$ cat src/hb_decode_params.svh
/*
  Constants for the three-channel half-bridge load decode: channel count,
  mode encodings and reset values as `define macros.
  Assumes inclusion by bare name from the design sources.
*/
`ifndef HB_DECODE_PARAMS_SVH
`define HB_DECODE_PARAMS_SVH

`define HB_CHANNELS        3
`define HB_MODE_6X         2'h0
`define HB_MODE_3X         2'h1
`define HB_MODE_6X_LIMIT   2'h2
`define HB_MODE_3X_LIMIT   2'h3
`define HB_RESET_LEVEL     1'h0
`define HB_RESET_OE_N      1'h1

`endif

$ cat src/hb_decode_pkg.sv
/*
  Types for the half-bridge load decode: control mode enum, per-channel
  drive struct and the state record of a channel.
  Assumes nothing beyond a SystemVerilog compiler.
*/
package hb_decode_pkg;

  typedef enum logic [1:0] {
    mode_6x       = 2'h0,
    mode_3x       = 2'h1,
    mode_6x_limit = 2'h2,
    mode_3x_limit = 2'h3
  } control_mode_t;

  // what one half-bridge drives onto its pin
  typedef struct packed {
    logic level;
    logic oe_n;
  } pin_drive_t;

  // registered state of one channel
  typedef struct packed {
    pin_drive_t drive;
    logic       sense_valid;
    logic       limit_active;
  } channel_state_t;

endpackage

$ cat src/half_bridge_channel.sv
/*
  One half-bridge channel: decodes its own phase_input and phase_enable
  into a registered pin drive, plus sense and limit availability flags.
  Assumes inputs synchronous to clock_in and a synchronous low reset.
*/
`timescale 1ns/1ps
`include "hb_decode_params.svh"

module half_bridge_channel (
  input  wire logic                          clock_in,
  input  wire logic                          resetn_in,
  input  wire logic                          phase_input_in,
  input  wire logic                          phase_enable_in,
  input  wire logic                          load_to_ground_in,
  input  wire logic                          limit_mode_in,
  output logic                               drive_level_out,
  output logic                               drive_oe_n_out,
  output logic                               sense_valid_out,
  output logic                               limit_active_out
);

  hb_decode_pkg::channel_state_t state;
  hb_decode_pkg::channel_state_t next_state;

  // decode looks only at this channel's pins; full bridge is host made
  always_comb begin
    next_state = state;
    if (phase_enable_in) begin
      next_state.drive.oe_n  = 1'h0;
      next_state.drive.level = phase_input_in;
    end else begin
      next_state.drive.oe_n  = `HB_RESET_OE_N;
      next_state.drive.level = `HB_RESET_LEVEL;
    end
    // sense only while current returns through the low-side switch;
    // a grounded load sources through the high side so none is offered
    next_state.sense_valid = phase_enable_in && !phase_input_in
                             && !load_to_ground_in;
    next_state.limit_active = limit_mode_in && phase_enable_in
                              && !load_to_ground_in;
  end

  // state register
  always_ff @(posedge clock_in) begin
    if (!resetn_in) begin
      state.drive.level  <= `HB_RESET_LEVEL;
      state.drive.oe_n   <= `HB_RESET_OE_N;
      state.sense_valid  <= 1'h0;
      state.limit_active <= 1'h0;
    end else begin
      state <= next_state;
    end
  end

  assign drive_level_out  = state.drive.level;
  assign drive_oe_n_out   = state.drive.oe_n;
  assign sense_valid_out  = state.sense_valid;
  assign limit_active_out = state.limit_active;

  // pin follows input one cycle later while enabled
  drive_follow_a : assert property (
    @(posedge clock_in) disable iff (!resetn_in)
    phase_enable_in
    |=> !drive_oe_n_out && drive_level_out == $past(phase_input_in))
    else $error("enabled channel did not follow its input");

  // disabled channel floats next cycle
  disable_float_a : assert property (
    @(posedge clock_in) disable iff (!resetn_in)
    !phase_enable_in |=> drive_oe_n_out)
    else $error("disabled channel still driving");

  // grounded load never gets sense or limit
  ground_no_sense_a : assert property (
    @(posedge clock_in) disable iff (!resetn_in)
    load_to_ground_in |=> !sense_valid_out && !limit_active_out)
    else $error("sense or limit offered for grounded load");

  // sense flag only with low side on
  sense_lowside_a : assert property (
    @(posedge clock_in) disable iff (!resetn_in)
    sense_valid_out |-> !drive_oe_n_out && !drive_level_out)
    else $error("sense reported without low side conducting");

endmodule

$ cat src/half_bridge_load_decode.sv
/*
  Top of the three-channel half-bridge load decode used for brushed motors
  and solenoids; one channel instance per phase, generated in a loop.
  Assumes an outside controller drives phase inputs, enables, control mode
  and current_limit_trip_in; pin levels are resolved by the surroundings.
*/
`timescale 1ns/1ps
`include "hb_decode_params.svh"

module half_bridge_load_decode #(
  parameter int CHANNELS = `HB_CHANNELS
) (
  input  wire logic                          clock_in,
  input  wire logic                          resetn_in,
  input  wire logic [1:0]                    control_mode_in,
  input  wire logic [CHANNELS-1:0]           phase_input_in,
  input  wire logic [CHANNELS-1:0]           phase_enable_in,
  input  wire logic [CHANNELS-1:0]           load_to_ground_in,
  input  wire logic [CHANNELS-1:0]           current_limit_trip_in,
  output logic      [CHANNELS-1:0]           phase_output_out,
  output logic      [CHANNELS-1:0]           phase_output_oe_n_out,
  output logic      [CHANNELS-1:0]           current_sense_valid_out,
  output logic      [CHANNELS-1:0]           current_limit_chop_out
);

  hb_decode_pkg::control_mode_t mode;
  logic                         limit_mode;
  logic [CHANNELS-1:0]          limit_active;

  // all four modes behave the same for the decode itself
  assign mode       = hb_decode_pkg::control_mode_t'(control_mode_in);
  assign limit_mode = (mode == hb_decode_pkg::mode_6x_limit)
                      || (mode == hb_decode_pkg::mode_3x_limit);

  // channels are fully independent, so three solenoids need no sharing
  generate
    for (genvar ch = 0; ch < CHANNELS; ch++) begin : g_channel
      half_bridge_channel u_channel (
        .clock_in          (clock_in),
        .resetn_in         (resetn_in),
        .phase_input_in    (phase_input_in[ch]),
        .phase_enable_in   (phase_enable_in[ch]),
        .load_to_ground_in (load_to_ground_in[ch]),
        .limit_mode_in     (limit_mode),
        .drive_level_out   (phase_output_out[ch]),
        .drive_oe_n_out    (phase_output_oe_n_out[ch]),
        .sense_valid_out   (current_sense_valid_out[ch]),
        .limit_active_out  (limit_active[ch])
      );
    end
  endgenerate

  // chop request: comparator trip against the host-set limit level,
  // honoured only where the limit is available
  assign current_limit_chop_out = limit_active & current_limit_trip_in;

  // forward pair decode
  pair_forward_a : assert property (
    @(posedge clock_in) disable iff (!resetn_in)
    phase_enable_in[1:0] == 2'h3 && phase_input_in[1:0] == 2'h1
    |=> phase_output_out[1:0] == 2'h1
        && phase_output_oe_n_out[1:0] == 2'h0)
    else $error("forward decode wrong");

  // reverse pair decode
  pair_reverse_a : assert property (
    @(posedge clock_in) disable iff (!resetn_in)
    phase_enable_in[1:0] == 2'h3 && phase_input_in[1:0] == 2'h2
    |=> phase_output_out[1:0] == 2'h2
        && phase_output_oe_n_out[1:0] == 2'h0)
    else $error("reverse decode wrong");

  // low-side brake
  pair_brake_a : assert property (
    @(posedge clock_in) disable iff (!resetn_in)
    phase_enable_in[1:0] == 2'h3 && phase_input_in[1:0] == 2'h0
    |=> phase_output_out[1:0] == 2'h0
        && phase_output_oe_n_out[1:0] == 2'h0)
    else $error("brake decode wrong");

  // high-side slow decay
  pair_highdecay_a : assert property (
    @(posedge clock_in) disable iff (!resetn_in)
    phase_enable_in[1:0] == 2'h3 && phase_input_in[1:0] == 2'h3
    |=> phase_output_out[1:0] == 2'h3
        && phase_output_oe_n_out[1:0] == 2'h0)
    else $error("high-side decay decode wrong");

  // coast holds as long as enables stay low
  pair_coast_a : assert property (
    @(posedge clock_in) disable iff (!resetn_in)
    phase_enable_in[1:0] == 2'h0 [*2]
    |=> phase_output_oe_n_out[1:0] == 2'h3)
    else $error("coast did not float both outputs");

  // no chop outside limit modes
  chop_mode_a : assert property (
    @(posedge clock_in) disable iff (!resetn_in)
    !limit_mode ##1 !limit_mode |-> current_limit_chop_out == '0)
    else $error("chop outside a limit mode");

  // chop never on channel 2 while its load is grounded and the wiring holds
  chop_ground_a : assert property (
    @(posedge clock_in) disable iff (!resetn_in)
    $stable(load_to_ground_in) && load_to_ground_in[2]
    |-> !current_limit_chop_out[2])
    else $error("chop on grounded load");

  // independence: channel 2 ignores channel 0 and 1 inputs
  chan_independent_a : assert property (
    @(posedge clock_in) disable iff (!resetn_in)
    phase_enable_in[2]
    |=> phase_output_out[2] == $past(phase_input_in[2]))
    else $error("channel 2 decode disturbed");

  forward_seen_c : cover property (@(posedge clock_in) disable iff (!resetn_in)
    phase_output_out[1:0] == 2'h1 && phase_output_oe_n_out[1:0] == 2'h0);
  reverse_seen_c : cover property (@(posedge clock_in) disable iff (!resetn_in)
    phase_output_out[1:0] == 2'h2 && phase_output_oe_n_out[1:0] == 2'h0);
  coast_seen_c : cover property (@(posedge clock_in) disable iff (!resetn_in)
    phase_output_oe_n_out == '1);
  chop_seen_c : cover property (@(posedge clock_in) disable iff (!resetn_in)
    current_limit_chop_out != '0);

endmodule

$ cat config.mk
export PLATFORM = sky130hd
export DESIGN_NAME = half_bridge_load_decode
export DESIGN_NICKNAME = d
export VERILOG_FILES = /design/src/hb_decode_pkg.sv /design/src/half_bridge_channel.sv /design/src/half_bridge_load_decode.sv
export VERILOG_INCLUDE_DIRS = /design/src /design/src/src
export SDC_FILE = /design/constraint.sdc
export NUM_CORES = 1
export LEC_CHECK = 0
export BUFFER_PORTS_ARGS = -buffer_cell sky130_fd_sc_hd__buf_2
export CELL_PAD_IN_SITES_DETAIL_PLACEMENT = 0
export CELL_PAD_IN_SITES_GLOBAL_PLACEMENT = 1
export CORE_MARGIN = 3
export CORE_UTILIZATION = 31
export CTS_CLUSTER_SIZE = 14
export DETAILED_ROUTE_END_ITERATION = 10
export PLACE_DENSITY = 0.85
export SLEW_MARGIN = 20
export SYNTH_ARGS = -nofsm -noshare
export SYNTH_HDL_FRONTEND = slang
export SYNTH_SLANG_ARGS = --single-unit
$ cat constraint.sdc
create_clock -name clock_in -period 0.8 [get_ports clock_in]
set_input_delay 0.08 -clock clock_in [delete_from_list [all_inputs] [get_ports clock_in]]
set_output_delay 0.08 -clock clock_in [all_outputs]
set_load 0.01 [all_outputs]
==> impl_metrics.ini, run 1 <==
[cells_and_area]
final_layout_size_suffix_gt1_share_pct = 66.7
final_common_cell = buf_2
antenna_cells = 0
stdcell_area_um2 = 581
areaGrowthSynthToFinish_pct = 24.4
most-common-layout-cells = buf_2, dfxtp_1
instances_no_fill = 72
fin_util_pct = 43.0
nNetsFinal = 74

[placement]
gp_congestion = 0.598
place_area_um2 = 537
place_inst = 68
portBuffers = 26
dp_slack_ps = 175

[synth]
synth.yosys.seq_area_share_pct = 51.5
synth_area_per_cell_um2 = 12.6
synth_cell_type_count = 10
yosysWarnings = 0
synth.largest_area_cell = dfxtp_1
syn_nets = 53
yosys.area.top_type_share_pct = 51.5
ys_ff_latch = 12
synthCells = 37
syn_area_um2 = 467
synth_area_leaders = dfxtp_1, buf_4, nor4bb_4, and3_2, and4b_2

[detailed_routing]
wire_per_inst_um = 11.4
first_iter_violations = 0
vias = 302
dr.pass1.iters = 1
drcViolationCount = 0
via_per_inst = 4.19
ant_nets = 0
drt-total-wl_um = 818

[power]
p_per_area_mw_per_mm2 = 2090
p_leak_uw = 0.000312
vdd_drop_max_uv = 918

[clock_tree]
hold_buffers = 0
clk_pin_slew_ps = 80
cts_root_buf = clkbuf_4
clock-sinks = 12
cts_tree = yes
numCtsBuffers = 3
cts_setup_buffers = 0
htreeDepth = 1
clockBufferDepth = 2

[timing]
holdWs_ps = 8.86
relSlewSlack_pct = 87.4
finalWorstSetupSlack_ps = -94.0
rsz0062_at_grt = true
final_hold_viol_count = 0
period_needed_ps = 894
finalCritPeriodShare_pct = 112
fmax_ghz = 1.12
setup-violations-final = 3
final-max-slew-violation-count = 0
tightest_slew_ps = 189

[grt]
busiest_layer = met2
grt_pass1_vias = 295
grt_use_total_pct = 9.52
grt_use_met3_pct = 2.79
grt_max_degree = 13
use_met2_pct = 16.0
grt_pass1_wl_um = 1280
grt_overflow = 0
antenna_found_initial = 0
use_met1_pct = 9.22

[hold_path]
hp-class = input port to register

[status]
violations = negative setup slack
status = complete, but fails checks

[floorplan]
die_w_um = 44.8
die_area_mm2 = 0.00201
design.portCount = 28
core-area_mm2 = 0.00135
die_h_um = 44.8
start_util_pct = 34.6
rows = 13

[flow_run]
drv_cap = 0

[critical_path]
cp.arrival_ps = 810
crit_required_ps = 720
worstSetupStartpoint = g_channel[2].u_channel.limit_active_out
setup.worst_path.end = current_limit_chop_out[2]
start_kind = register
worstPathMaxFanout = 1
end_kind = primary output
path_class = register to primary output
## how the worst min path moves through the flow
stage / from / endpoint / slack [ps] / cells past startpoint
after floorplan: phase_enable_in[1] / g_channel[1].u_channel.drive_oe_n_out / 140 / 1
after CTS: phase_enable_in[0] / g_channel[0].u_channel.drive_oe_n_out / 3 / 2
final: phase_enable_in[1] / g_channel[1].u_channel.drive_oe_n_out / 9 / 2
after global placement: phase_enable_in[1] / g_channel[1].u_channel.drive_oe_n_out / 270 / 2
after detailed placement: phase_enable_in[1] / g_channel[1].u_channel.drive_oe_n_out / 290 / 2
after global routing: phase_enable_in[1] / g_channel[1].u_channel.drive_oe_n_out / 6 / 2
## kinds of logic (layout without fill, tap and decap cells)
family	after synthesis	count (layout)	synth area share, %
buffers and inverters	10	30	16.9
AND/OR/NAND/NOR	15	15	31.6
flip-flops	12	12	51.5
## layer usage
layer | wire [µm] | part of all wire [%] | vias up
met5 | 0 | 0 | -
met4 | 27 | 3.3 | 0
met3 | 79 | 9.7 | 4
met2 | 412 | 50 | 16
met1 | 298 | 36 | 126
li1 | - | - | 156
## sequential cells by signal, indices dropped and copies added, names as in the netlist
register                              flops
g_channel.u_channel.sense_valid_out       3
g_channel.u_channel.limit_active_out      3
g_channel.u_channel.drive_oe_n_out        3
g_channel.u_channel.drive_level_out       3
## worst max-delay path, cell delays in order (launching register included)
cell     delay (ps)
dfxtp_1         300
and2_1          120
buf_2           130
## cell usage after synthesis (all sizes together)
library cell / n
and2: 3
and3: 3
and4bb: 1
nor4bb: 2
and4b: 3
nand2: 3
dfxtp: 12
buf: 10
## cell type report
cell class	count	area [µm²]
fill	146	769
sequential	12	241
multi-input combinational	15	148
timing repair buffer	26	136
clock buffer	4	36.3
tap	15	18.8
## repair_timing
item                                    in CTS  in global routing
gates resized for setup                      0                  2
endpoints found under the setup margin       3                  9
pin swaps                                    3                  0
## power breakdown
group,leakage (µW),internal [µW],switching (µW)
clock network,0.0000210,276,198
logic,0.000192,65.6,51.8
registers,0.0000989,619,4.47
## stage by stage
step | setup TNS, ps | total power [µW]
after CTS | -317 | 1230
after global routing | -437 | 1280
after global placement | 0 | 750
after floorplan | 0 | 711
after detailed placement | 0 | 754
final | -276 | 1220
Power figures use the tool's default switching activity.
==> inputs of run 2 (changes only) <==
Settings changed: ABC_AREA from default to 1, CORE_UTILIZATION 31 to 27, PLACE_DENSITY 0.85 to 0.84.
==> run 2 against run 1 <==
Compared with the run above: the flow still finishes with violations (negative setup slack); routed wire length shrank 21%; worst hold slack better by 31 ps; first-iteration DRC count rose by 5; non-clock buffer count is the same; die area is 3.0% higher; sequential share of layout area rose by 3.3 points; critical path type unchanged; highest routed layer is now met3.
==> impl_metrics.ini, run 2 <==
[status]
status = complete, but fails checks
violations = negative setup slack

[detailed_routing]
drt-total-wl_um = 649
ant_nets = 0
drcViolationCount = 0
via_per_inst = 3.76
dr.pass1.iters = 4
first_iter_violations = 5
vias = 327
wire_per_inst_um = 7.46

[critical_path]
crit_required_ps = 720
worstPathMaxFanout = 1
cp.arrival_ps = 770
cp_cell_sequence = nand2_1 -> inv_1 -> buf_2
end_kind = primary output
path_class = register to primary output
start_kind = register
cpMaxStageDelayCell = dfxtp_2
crit_path_max_incr_delay_ps = 320

[placement]
gp_congestion = 0.606
place_inst = 83
dp_slack_ps = 222
portBuffers = 26

[clock_tree]
htreeDepth = 1
numCtsBuffers = 3
clk_pin_slew_ps = 70
cts_setup_buffers = 0
cts_tree = yes
hold_buffers = 0
cts_root_buf = clkbuf_4
clockBufferDepth = 2
clock-sinks = 12

[timing]
rsz0062_at_grt = true
period_needed_ps = 855
tightest_slew_ps = 131
final_hold_viol_count = 0
final-max-slew-violation-count = 0
setup_tns_ps = -162
finalWorstSetupSlack_ps = -54.9
fmax_ghz = 1.17
finalCritPeriodShare_pct = 107
setup-violations-final = 3
relSlewSlack_pct = 91.2

[floorplan]
design.portCount = 28
die_area_mm2 = 0.00207
die_h_um = 45.5
rows = 13
die_w_um = 45.5
start_util_pct = 30.4
core-area_mm2 = 0.00138

[hold_path]
hp-class = input port to register

[synth]
ys_async_sr_fraction_pct = 0
synth_edf_count = 0
synth.largest_area_cell = dfxtp_1
synth_area_leaders = dfxtp_1, buf_4, nand2_1, inv_1, nor2_1
synth_cell_type_count = 5
synthCells = 51
synth.yosys.seq_area_share_pct = 57.1
syn_area_um2 = 420
synth_area_per_cell_um2 = 8.24
synthFlopType = dfxtp_1
ys_ff_latch = 12
syn_nets = 67
yosysWarnings = 0
yosys.area.top_type_share_pct = 57.1
synthTopCellsByCount = dfxtp_1, nand2_1, buf_4, inv_1, nor2_1

[grt]
grt_pass1_wl_um = 979
antenna_found_initial = 0
grt_max_degree = 8
grt_pass1_vias = 270
grt_overflow = 0
grt_use_total_pct = 6.72

[cells_and_area]
final_common_cell = buf_2
fin_util_pct = 39.1
nNetsFinal = 89
final_layout_size_suffix_gt1_share_pct = 44.4
antenna_cells = 0
instances_no_fill = 87
most-common-layout-cells = buf_2, nand2_1, dfxtp_1, inv_1, nor2_1
areaGrowthSynthToFinish_pct = 28.6

[flow_run]
drv_cap = 0

[power]
p_per_area_mw_per_mm2 = 2190
p_leak_uw = 0.000331
vdd_drop_max_uv = 829
-- run 2: changes by cell type in the layout (fill, tap and decap cells not counted), sizes merged --
cell    change
and4bb      -1
nor2        +9
and3        -3
inv         +9
and4b       -3
and2        -3
nand2       +9
nor4bb      -2
-- run 2: report_power, final --
group / switching (µW) / internal, µW
Clock: 186 / 276
Sequential: 4.18 / 619
Combinational: 50.0 / 47.7
-- run 2: kinds of logic (layout without fill, tap and decap cells) --
family	after synthesis	count (layout)	share of synthesized area (%)
buffers and inverters	18	39	24.1
and+or+nand+nor	21	21	18.7
DFF	12	12	57.1
-- run 2: through the flow --
step	hold slack, ps	cell area, µm²	power [µW]
detailed placement	317	502	737
CTS	34.5	539	1200
finish	40.2	541	1180
global placement	311	502	736
floorplan	200	420	702
global route	33.5	541	1250
-- run 2: layout make-up --
cell class / count / area, µm²
Timing Repair Buffer: 26 / 130
Fill cell: 148 / 842
Multi-Input combinational cell: 21 / 78.8
Clock buffer: 4 / 36.3
Sequential cell: 12 / 243
Inverter: 9 / 33.8
Tap cell: 15 / 18.8
-- run 2: critical path, delay by kind of cell, from the launching register on --
kind / cells / cell delay [ps]
buf+inv: 2 / 150
flops: 1 / 320
simple gates: 1 / 40
-- run 2: worst paths after layout --
check	from	to	slack [ps]	depth (start not counted)
worst min-delay path	load_to_ground_in[0]	g_channel[0].u_channel.limit_active_out	40	4
worst max-delay path	g_channel[1].u_channel.limit_active_out	current_limit_chop_out[1]	-50	3
-- run 2: repair_timing --
action	CTS	global route
endpoints found under the setup margin	3	9
gates resized for setup	1	1
hold endpoints to repair	0	0
pin swaps	3	0
-- run 2: routing by layer --
layer	wire length [µm]	up-vias	track usage (%)
li1	-	179	-
met1	264	128	7.19
met2	288	20	10.6
met3	96	0	3.56
met4	0	0	3.51
met5	0	-	0
